[src/bcsp_pkg.sv]
// constants shared by the bridge control and status pin block
package bcsp_pkg;

    // ********************************
    // clock and timing
    // ********************************
    localparam int CLK_PERIOD_PS = 10000;
    localparam int MEDIA_FILTER_NS = 10000;
    localparam int MEDIA_FILTER_CYCLES = (MEDIA_FILTER_NS * 1000 + CLK_PERIOD_PS - 1) / CLK_PERIOD_PS;

    // ********************************
    // register byte offsets
    // ********************************
    localparam logic [4:0] CTRL_OFFSET = 5'h00;
    localparam logic [4:0] STATUS_OFFSET = 5'h04;
    localparam logic [4:0] GPIO_OUT_OFFSET = 5'h08;
    localparam logic [4:0] GPIO_DIR_OFFSET = 5'h0c;
    localparam logic [4:0] GPIO_IN_OFFSET = 5'h10;
    localparam logic [4:0] IRQ_STATUS_OFFSET = 5'h14;
    localparam logic [4:0] IRQ_MASK_OFFSET = 5'h18;

    // ********************************
    // control fields and reset values
    // ********************************
    localparam int CTRL_W = 4;
    localparam int CTRL_WAKE_EN_BIT = 0;
    localparam int CTRL_DRV_FEATURE_BIT = 1;
    localparam int CTRL_DRV_POL_BIT = 2;
    localparam int CTRL_LOW_POWER_BIT = 3;
    localparam logic [3:0] CTRL_RESET = 4'h0;
    localparam logic [9:0] GPIO_OUT_RESET = 10'h000;
    localparam logic [9:0] GPIO_DIR_RESET = 10'h000;
    localparam logic [3:0] IRQ_MASK_RESET = 4'h0;

    // ********************************
    // synchronised input vector layout
    // ********************************
    localparam int IN_W = 22;
    localparam int IN_ATA_PORT_ENABLE = 0;
    localparam int IN_GATE = 1;
    localparam int IN_DRIVE_READY = 2;
    localparam int IN_BUS_CLASS = 3;
    localparam int IN_BUS_SUPPLY = 4;
    localparam int IN_DRV_SUPPLY = 5;
    localparam int IN_MEDIA_N = 6;
    localparam int IN_GPIO_LSB = 7;
    localparam int IN_TEST_LSB = 17;
    localparam int IN_SCAN = 21;
    localparam logic [21:0] IN_RESET = 22'h000040;

    // ********************************
    // status and event fields
    // ********************************
    localparam int EV_W = 4;
    localparam int EV_MEDIA = 0;
    localparam int EV_BUS_SUPPLY = 1;
    localparam int EV_DRIVE_READY = 2;
    localparam int EV_DRV_SUPPLY = 3;
    localparam int ST_TEST_BIT = 8;

endpackage

[src/bcsp_pins.sv]
// control and status pin logic of the usb to ata bridge
`timescale 1ns/1ps

module bcsp_pins #(
    parameter int GPIO_W = 10,
    parameter int ATA_OE_W = 28,
    parameter int FILTER_CYCLES = bcsp_pkg::MEDIA_FILTER_CYCLES,
    parameter int FILTER_CNT_W = 16
) (
    input wire logic clk,
    input wire logic rst_n,
    // avalon-mm slave
    input wire logic [4:0] avs_address,
    input wire logic avs_read,
    input wire logic avs_write,
    input wire logic [31:0] avs_writedata,
    input wire logic [3:0] avs_byteenable,
    output logic [31:0] avs_readdata,
    output logic avs_waitrequest,
    output logic irq,
    // pins from outside
    input wire logic ata_port_enable,
    input wire logic host_interrupt_gate,
    input wire logic drive_ready_in,
    input wire logic bus_current_class,
    input wire logic bus_supply_present,
    input wire logic drive_supply_present,
    input wire logic media_present_n,
    input wire logic [3:0] fab_test_select,
    input wire logic scan_chain_enable,
    input wire logic [GPIO_W-1:0] general_io_pins_in,
    output logic [GPIO_W-1:0] general_io_pins_out,
    output logic [GPIO_W-1:0] general_io_pins_oe_n,
    output logic low_power_indicator_n_out,
    output logic low_power_indicator_n_oe_n,
    output logic bus_power_granted_n_out,
    output logic bus_power_granted_n_oe_n,
    output logic ready_pullup_enable_out,
    output logic ready_pullup_enable_oe_n,
    // ata engine side
    input wire logic [ATA_OE_W-1:0] ata_core_drive,
    output logic [ATA_OE_W-1:0] ata_pin_oe_n,
    output logic ata_core_run,
    // usb core side
    input wire logic usb_suspend,
    input wire logic [7:0] usb_config_value,
    input wire logic int_in_token,
    input wire logic int_data_pending,
    output logic int_send_data,
    output logic int_send_nak,
    output logic remote_wakeup_req,
    // qualified status toward the rest of the bridge
    output logic drive_accepts_commands,
    output logic vbus_high_current,
    output logic vbus_present,
    output logic drive_supply_ok,
    output logic media_present
);

    // ********************************
    // state
    // ********************************
    typedef struct packed {
        logic [bcsp_pkg::IN_W-1:0] sync1;
        logic [bcsp_pkg::IN_W-1:0] sync2;
        logic [bcsp_pkg::IN_W-1:0] prev;
        logic [FILTER_CNT_W-1:0] filt_cnt;
        logic media_filt_n;
        logic drv_ok;
        logic ack;
        logic [31:0] rdata;
        logic [bcsp_pkg::CTRL_W-1:0] ctrl;
        logic [GPIO_W-1:0] gpio_out;
        logic [GPIO_W-1:0] gpio_dir;
        logic [bcsp_pkg::EV_W-1:0] irq_stat;
        logic [bcsp_pkg::EV_W-1:0] irq_mask;
        logic wake;
        logic int_data;
        logic int_nak;
    } bcsp_state_type;

    bcsp_state_type st;
    bcsp_state_type next_st;

    localparam logic [FILTER_CNT_W-1:0] FILTER_LAST = FILTER_CNT_W'(FILTER_CYCLES - 1);

    // ********************************
    // helpers
    // ********************************
    function automatic logic [31:0] bcsp_merge(input logic [31:0] old_v, input logic [31:0] new_v,
                                               input logic [3:0] be);
        logic [31:0] m;
        m = {{8{be[3]}}, {8{be[2]}}, {8{be[1]}}, {8{be[0]}}};
        return (old_v & ~m) | (new_v & m);
    endfunction

    function automatic logic bcsp_hit(input logic [4:0] a, input logic [4:0] off);
        return a == off;
    endfunction

    // ********************************
    // combinational views of state
    // ********************************
    logic ata_port_enable_s;
    logic gate_s;
    logic low_power;
    logic test_mode;
    logic [bcsp_pkg::IN_W-1:0] raw_in;

    assign raw_in = {scan_chain_enable, fab_test_select, general_io_pins_in, media_present_n,
                     drive_supply_present, bus_supply_present, bus_current_class, drive_ready_in,
                     host_interrupt_gate, ata_port_enable};
    assign ata_port_enable_s = st.sync2[bcsp_pkg::IN_ATA_PORT_ENABLE];
    assign gate_s = st.sync2[bcsp_pkg::IN_GATE];
    assign low_power = usb_suspend | st.ctrl[bcsp_pkg::CTRL_LOW_POWER_BIT];
    // reported only, a live test strap means the part is not in normal use
    assign test_mode = (st.sync2[bcsp_pkg::IN_TEST_LSB +: 4] != 4'h0) | st.sync2[bcsp_pkg::IN_SCAN];

    // ********************************
    // next state
    // ********************************
    always_comb begin
        logic [bcsp_pkg::EV_W-1:0] ev;
        logic [bcsp_pkg::EV_W-1:0] clr;
        logic [31:0] rd;
        logic media_new_n;
        logic drv_new;
        logic take;
        ev = '0;
        clr = '0;
        rd = 32'h0000_0000;
        media_new_n = st.media_filt_n;
        take = 1'b0;
        next_st = st;

        // two flop synchronisers, the first stage feeds only the second
        next_st.sync1 = raw_in;
        next_st.sync2 = st.sync1;
        next_st.prev = st.sync2;

        // media filter: a new level must hold for the whole window
        if (st.sync2[bcsp_pkg::IN_MEDIA_N] == st.media_filt_n) begin
            next_st.filt_cnt = '0;
        end else if (st.filt_cnt == FILTER_LAST) begin
            next_st.filt_cnt = '0;
            media_new_n = st.sync2[bcsp_pkg::IN_MEDIA_N];
        end else begin
            next_st.filt_cnt = st.filt_cnt + 1'b1;
        end
        next_st.media_filt_n = media_new_n;

        // one wakeup pulse per accepted transition
        next_st.wake = (media_new_n != st.media_filt_n) & st.ctrl[bcsp_pkg::CTRL_WAKE_EN_BIT];

        // drive supply meaning set by configuration
        drv_new = st.ctrl[bcsp_pkg::CTRL_DRV_FEATURE_BIT] &
                  (st.sync2[bcsp_pkg::IN_DRV_SUPPLY] ^ st.ctrl[bcsp_pkg::CTRL_DRV_POL_BIT]);
        next_st.drv_ok = drv_new;

        // events
        ev[bcsp_pkg::EV_MEDIA] = media_new_n != st.media_filt_n;
        ev[bcsp_pkg::EV_BUS_SUPPLY] = st.sync2[bcsp_pkg::IN_BUS_SUPPLY] != st.prev[bcsp_pkg::IN_BUS_SUPPLY];
        ev[bcsp_pkg::EV_DRIVE_READY] = st.sync2[bcsp_pkg::IN_DRIVE_READY] != st.prev[bcsp_pkg::IN_DRIVE_READY];
        ev[bcsp_pkg::EV_DRV_SUPPLY] = drv_new != st.drv_ok;

        // interrupt pipe: token answered on the next cycle
        next_st.int_data = int_in_token & gate_s & int_data_pending;
        next_st.int_nak = int_in_token & ~(gate_s & int_data_pending);

        // bus slave: one wait cycle, then the answer
        next_st.ack = (avs_read | avs_write) & ~st.ack;
        take = (avs_read | avs_write) & st.ack;
        if ((avs_read | avs_write) & ~st.ack) begin
            if (bcsp_hit(avs_address, bcsp_pkg::CTRL_OFFSET)) begin
                rd[bcsp_pkg::CTRL_W-1:0] = st.ctrl;
            end else if (bcsp_hit(avs_address, bcsp_pkg::STATUS_OFFSET)) begin
                rd[bcsp_pkg::IN_ATA_PORT_ENABLE] = ata_port_enable_s;
                rd[bcsp_pkg::IN_GATE] = gate_s;
                rd[bcsp_pkg::IN_DRIVE_READY] = st.sync2[bcsp_pkg::IN_DRIVE_READY];
                rd[bcsp_pkg::IN_BUS_CLASS] = st.sync2[bcsp_pkg::IN_BUS_CLASS];
                rd[bcsp_pkg::IN_BUS_SUPPLY] = st.sync2[bcsp_pkg::IN_BUS_SUPPLY];
                rd[bcsp_pkg::IN_DRV_SUPPLY] = st.drv_ok;
                rd[bcsp_pkg::IN_MEDIA_N] = st.media_filt_n;
                rd[bcsp_pkg::ST_TEST_BIT] = test_mode;
            end else if (bcsp_hit(avs_address, bcsp_pkg::GPIO_OUT_OFFSET)) begin
                rd[GPIO_W-1:0] = st.gpio_out;
            end else if (bcsp_hit(avs_address, bcsp_pkg::GPIO_DIR_OFFSET)) begin
                rd[GPIO_W-1:0] = st.gpio_dir;
            end else if (bcsp_hit(avs_address, bcsp_pkg::GPIO_IN_OFFSET)) begin
                rd[GPIO_W-1:0] = st.sync2[bcsp_pkg::IN_GPIO_LSB +: GPIO_W];
            end else if (bcsp_hit(avs_address, bcsp_pkg::IRQ_STATUS_OFFSET)) begin
                rd[bcsp_pkg::EV_W-1:0] = st.irq_stat;
            end else if (bcsp_hit(avs_address, bcsp_pkg::IRQ_MASK_OFFSET)) begin
                rd[bcsp_pkg::EV_W-1:0] = st.irq_mask;
            end
            next_st.rdata = rd;
        end

        if (take & avs_write) begin
            if (bcsp_hit(avs_address, bcsp_pkg::CTRL_OFFSET)) begin
                next_st.ctrl = bcsp_merge({28'h0, st.ctrl}, avs_writedata,
                                          avs_byteenable)[bcsp_pkg::CTRL_W-1:0];
            end else if (bcsp_hit(avs_address, bcsp_pkg::GPIO_OUT_OFFSET)) begin
                next_st.gpio_out = bcsp_merge(32'(st.gpio_out), avs_writedata, avs_byteenable)[GPIO_W-1:0];
            end else if (bcsp_hit(avs_address, bcsp_pkg::GPIO_DIR_OFFSET)) begin
                next_st.gpio_dir = bcsp_merge(32'(st.gpio_dir), avs_writedata, avs_byteenable)[GPIO_W-1:0];
            end else if (bcsp_hit(avs_address, bcsp_pkg::IRQ_STATUS_OFFSET)) begin
                clr = avs_writedata[bcsp_pkg::EV_W-1:0] & {bcsp_pkg::EV_W{avs_byteenable[0]}};
            end else if (bcsp_hit(avs_address, bcsp_pkg::IRQ_MASK_OFFSET)) begin
                next_st.irq_mask = bcsp_merge({28'h0, st.irq_mask}, avs_writedata,
                                              avs_byteenable)[bcsp_pkg::EV_W-1:0];
            end
        end

        // a new event beats a clear in the same cycle
        next_st.irq_stat = (st.irq_stat & ~clr) | ev;
    end

    // ********************************
    // registers
    // ********************************
    always_ff @(posedge clk or negedge rst_n) begin
        if (!rst_n) begin
            st.sync1 <= bcsp_pkg::IN_RESET;
            st.sync2 <= bcsp_pkg::IN_RESET;
            st.prev <= bcsp_pkg::IN_RESET;
            st.filt_cnt <= '0;
            st.media_filt_n <= 1'b1;
            st.drv_ok <= 1'b0;
            st.ack <= 1'b0;
            st.rdata <= 32'h0000_0000;
            st.ctrl <= bcsp_pkg::CTRL_RESET;
            st.gpio_out <= GPIO_W'(bcsp_pkg::GPIO_OUT_RESET);
            st.gpio_dir <= GPIO_W'(bcsp_pkg::GPIO_DIR_RESET);
            st.irq_stat <= '0;
            st.irq_mask <= bcsp_pkg::IRQ_MASK_RESET;
            st.wake <= 1'b0;
            st.int_data <= 1'b0;
            st.int_nak <= 1'b0;
        end else begin
            st <= next_st;
        end
    end

    // ********************************
    // bus and interrupt outputs
    // ********************************
    assign avs_waitrequest = (avs_read | avs_write) & ~st.ack;
    assign avs_readdata = st.rdata;
    assign irq = |(st.irq_stat & st.irq_mask);

    // ********************************
    // ata port gating
    // ********************************
    // the synchroniser adds two cycles before the port floats; a sharing host must allow for it
    assign ata_core_run = ata_port_enable_s;
    assign ata_pin_oe_n = ~(ata_core_drive & {ATA_OE_W{ata_port_enable_s}});

    // ready pullup: low in suspend, high otherwise, floated when the port is off
    assign ready_pullup_enable_out = ~usb_suspend;
    assign ready_pullup_enable_oe_n = ~ata_port_enable_s;

    // ********************************
    // open drain indicators
    // ********************************
    assign low_power_indicator_n_out = 1'b0;
    assign low_power_indicator_n_oe_n = ~low_power;
    assign bus_power_granted_n_out = 1'b0;
    assign bus_power_granted_n_oe_n = usb_config_value != 8'h01;

    // ********************************
    // general io
    // ********************************
    genvar gi;
    generate
        for (gi = 0; gi < GPIO_W; gi++) begin : g_gpio
            assign general_io_pins_out[gi] = st.gpio_out[gi];
            assign general_io_pins_oe_n[gi] = ~st.gpio_dir[gi];
        end
    endgenerate

    // ********************************
    // qualified status
    // ********************************
    assign drive_accepts_commands = st.sync2[bcsp_pkg::IN_DRIVE_READY];
    assign vbus_high_current = st.sync2[bcsp_pkg::IN_BUS_CLASS];
    assign vbus_present = st.sync2[bcsp_pkg::IN_BUS_SUPPLY];
    assign drive_supply_ok = st.drv_ok;
    assign media_present = ~st.media_filt_n;
    assign remote_wakeup_req = st.wake;
    assign int_send_data = st.int_data;
    assign int_send_nak = st.int_nak;

endmodule

[config.mk]
export PLATFORM = sky130hd
export DESIGN_NAME = bcsp_pins
export DESIGN_NICKNAME = d
export VERILOG_FILES = /design/src/bcsp_pkg.sv /design/src/bcsp_pins.sv
export SDC_FILE = /design/constraint.sdc
export NUM_CORES = 1
export LEC_CHECK = 0
export BUFFER_PORTS_ARGS = -buffer_cell sky130_fd_sc_hd__clkbuf_2
export CAP_MARGIN = 20
export CORE_AREA = 2 2 100 102
export DETAILED_ROUTE_END_ITERATION = 10
export DIE_AREA = 0 0 102 104
export GPL_TIMING_DRIVEN = 0
export PLACE_DENSITY = 0.86
export SYNTH_ARGS = -nofsm -noshare
export SYNTH_HDL_FRONTEND = slang
export SYNTH_SLANG_ARGS = --single-unit
[constraint.sdc]
create_clock -name clk -period 2.6 [get_ports clk]
set_input_delay 0.13 -clock clk [delete_from_list [all_inputs] [get_ports clk]]
set_output_delay 0.13 -clock clk [all_outputs]
set_load 0.1 [all_outputs]
# Yosys cells after proc, flatten, opt, wreduce, memory -nomap -nowiden
# Cells that the tools add are included.
# totals
ff_bits	113
input_bits	106
out_inout_bits	97
# classes
n_addsub	1
n_eq_ne	13
mux	21
bitwise_logic	50
reduce_logical	7
# ops
op	n
4-bit 2-to-1 mux	9
16-bit 2-to-1 mux	2
10-bit AND	3
28-bit AND	1
28-bit inverter	1
4-bit AND	5
10-bit 2-to-1 mux	2
1-bit inverter	20
10-bit bitwise OR	2
16-bit by 1-bit adder with 16-bit output (second input constant)	1
16-bit by 10-bit == test with 1-bit output (second input constant)	1
5-bit == test (second input constant)	3
6-bit 2-to-1 mux	2
4-bit bitwise OR	3
5-bit by 4-bit == test with 1-bit output (second input constant)	2
10-bit inverter	1
1-bit AND	9
8-bit by 1-bit != test with 1-bit output (second input constant)	1
7-bit 2-to-1 mux	1
6-bit AND reduction	1
5-bit by 3-bit == test with 1-bit output (second input constant)	1
5-bit logical NOT	1
1-bit 2-to-1 mux	5
1-bit != test	4
9 further kinds	11

# Logic depth before layout (Yosys ltp)
# depth
depth_word	9
depth_mapped	7
depth_no_buf	5

# Worst setup path after synthesis
# OpenSTA, ideal clock, no wires.
# synth_timing
path_type	reg-to-output
startpoint	register st (netlist bit ata_core_run)
endpoint	output port ata_pin_oe_n[18]
t_arrival_ns	2.152
slack_ns	0.318
stages_incl_launch_ff	4
path_buffers	2
cell_sequence	dfrtp_1 clkbuf_1 clkbuf_1 nand2_1
# synth_via
elab_chain_len	2
# synth_rtl
item	line	source
start, declared	bcsp_pins.sv:82	bcsp_state_type st;
start signal, assigned	bcsp_pins.sv:241	st <= next_st;
28-bit AND	bcsp_pins.sv:257	assign ata_pin_oe_n = ~(ata_core_drive & {ATA_OE_W{ata_port_enable_s}});
28-bit inverter	bcsp_pins.sv:257	
end, declared	bcsp_pins.sv:42	output logic [ATA_OE_W-1:0] ata_pin_oe_n,
# No other way between the ends.

# Worst setup path after layout
# layout_timing
startpoint	register st (netlist bit ata_core_run)
endpoint	output port ata_pin_oe_n[20]
# The elaborated chain is that of the path after synthesis.

==> out/metrics.cfg <==
[worst_setup_path]
cp.arrival_ps = 2010
crit_fanout = 10
cp.required_ps = 2470
worstSetupStartpointType = flip-flop
path_class = reg -> out
r2r-start = st[70]$_DFF_PN0_
end_kind = output port
worstSetupStartpoint = ata_core_run$_DFF_PN0_

[floorplanning]
start_util_pct = 51.2
die_w_um = 102
io_pins = 203
die_area_sq_mm = 0.0106
rows = 36
core_sq_mm = 0.00955
die_y_um = 104

[cells_and_area]
multi_input_area_sq_mm = 0.00174
drive_above_1_share_pct = 39.8
num_antenna_cells = 0
regArea_sq_mm = 0.00276
fin_cells = 783
area_growth_pct = 31.4
nFillCells = 740
final_nets = 752

[clocking]
cts_made_buffers = 9
cts.repair.resized = 0
post_cts_buffers = 0
clk_latency_ps = 370
clockBufferDepth = 2
hold_buffers = 29
cts_sinks = 110
clkTransAtPathRegs_ps = 110
cts_tree = yes
cts.root.buffer_cell = clkbuf_8
htreeDepth = 3

[synth]
netlist_instances = 428
seq_area_frac_synth_pct = 56.4
ys_types = 60
async_flop_share_pct = 100
synth_area_leaders = dfrtp_1 55%, buf_4 7.1%, mux2_2 6.0%
synth-seq-cells = 110
yosysTopAreaCell = dfrtp_1
synthesis.area_sq_mm = 0.00489
synth.top_cell.area_share_pct = 54.8
yosys_warnings = 0
synthFlopType = dfrtp_1
post_synth.cell_area_avg_sq_um = 11.4
synth_edf_count = 0

[global_route]
antenna_found_initial = 0
grt_max_degree = 63
met2_usage_pct = 34.8
grt_overflow_total = 0
met1_usage_pct = 31.0
busiest_layer = met2
grt_pass1_wl_um = 18700
grt_util_all_layers_pct = 22.5
first_global_vias = 3769
grt_use_met3_pct = 3.76

[job]
max_cap_viol_count = 0

[sta]
tightestPinTransition_ps = 671
hold_violations = 0
slew_headroom_pct = 55.3
slew_viol_final = 0
final-setup-viol-count = 0
fin_crit_ps = 2140
layout_setup_ws_ps = 464
fin_tns_setup_ps = 0
fin_skew_ps = 17.7
max_freq_mhz = 468
rsz0062_at_grt = false
finalCritPeriodShare_pct = 82.2

[route]
drc = 0
post_drt_wl_per_cell_um = 15.1
first_pass_iters = 4
drt-total-wl_um = 11900
vias = 3855
ant_nets = 0
vias_per_cell = 4.92
drtIter0Drc = 190

[placement]
dp.cells = 738
place_congestion = 0.929
post-place-ws_ps = 591
port_buffers = 153
dp_hpwl_um = 8590

[power]
power.density_mw_per_mm2 = 636
leakage_nw = 3.25
max-vdd-ir-drop_mv = 0.468

[status]
status = complete, no violations

[min_path]
min_from = avs_writedata[8]
hp-class = in -> reg

-- layout make-up --
| type | instances | area share [%] |
|---|---|---|
| timing repair buffer | 183 | 16.9 |
| tap | 133 | 2.59 |
| clock inverter | 6 | 1.07 |
| sequential | 110 | 42.9 |
| clock buffer | 10 | 1.99 |
| multi-input combinational | 263 | 27.1 |
| inverter | 17 | 0.993 |
| buffer | 61 | 6.45 |
-- cell usage in the layout (no fill, tap or decap), types with 7 or more instances in the layout --
cell type,instances
nand2_1,46
xor2_1,17
o21ai_0,10
a22oi_1,8
nand3_1,10
dlygate4sd3_1,29
conb_1,24
clkbuf_8,9
clkbuf_1,11
dfrtp_1,107
clkbuf_2,152
nand4_1,7
inv_1,16
mux2_1,8
nor2_1,26
buf_4,46
mux2_2,26
-- cell families after synthesis --
family | share of synthesized area, %
and+or+nand+nor | 14.2
DFF | 56.4
buffers and inverters | 9.78
AOI/OAI and AO/OA | 7.63
muxes | 8.24
xor gates and xnor gates | 3.40
adders and majority gates | 0.256
other | 0.0767
-- layer usage --
layer	vias to the layer above	routed length [um]
met5	-	0
met4	0	348
met3	33	685
met2	175	5750
met1	1826	5070
li1	1821	-
-- worst paths after layout --
| kind | end | slack, ps | cells after the start |
|---|---|---|---|
| setup / recovery | ata_pin_oe_n[20] | 460 | 4 |
| hold / removal | flip-flop | 20 | 2 |
| setup reg to reg | st[84]$_DFF_PN0_ | 570 | 7 |
| hold reg to reg | next_st[98]$_DFF_PN0_ | 350 | 0 |
| max in group asynchronous | st[69]$_DFF_PN1_ | 1500 | 3 |
| min in group asynchronous | st[78]$_DFF_PN0_ | 340 | 2 |
-- per-stage QoR --
step / hold slack [ps] / power [mW] / instance area [sq um] / utilization (%)
floorplan: -166 / 2.82 / 4970 / -
global placement: 222 / 3.03 / 5910 / 61.9
detailed placement: 222 / 3.06 / 5940 / 62.2
CTS: 11.7 / 4.10 / 6420 / 67.3
global route: 10.7 / 4.24 / 6420 / 67.3
finish: 22.4 / 4.08 / 6420 / 67.3
-- where the power goes --
| part | internal, mW | switching (mW) | leakage, nW | total (mW) |
|---|---|---|---|---|
| registers | 1.80 | 0.0581 | 1.39 | 1.86 |
| logic | 0.268 | 0.933 | 1.77 | 1.20 |
| clock network | 0.454 | 0.568 | 0.0973 | 1.02 |
| total | 2.52 | 1.56 | 3.25 | 4.08 |
-- synthesized netlist by cell type (2+ instances only) --
cell type	number
o22a_1	2
nand3_1	10
buf_2	4
and2b_1	2
o31ai_1	2
a32o_1	2
and4_1	4
nand2_1	46
a22oi_1	8
o22ai_1	4
mux2_2	26
o21ai_0	10
dfrtp_1	107
dfstp_2	3
xnor2_1	2
inv_1	16
nor4b_1	2
and3_1	6
mux2_1	8
mux2i_1	2
nor2_1	26
or3_1	2
o21ai_1	2
xor2_1	17
a21o_1	2
nor4_1	3
nand2b_1	4
nor4_4	2
a21oi_1	6
and2_1	3
nand4_1	7
buf_4	46
clkbuf_1	10
a22o_1	3
nor2b_1	3
a32oi_1	2
-- critical path: stages (launching register included) --
cell      delay (ps)
dfrtp_1          420
clkbuf_1         330
clkbuf_1         370
nand2_1          120
clkbuf_2         400
Power figures use the tool's default switching activity.
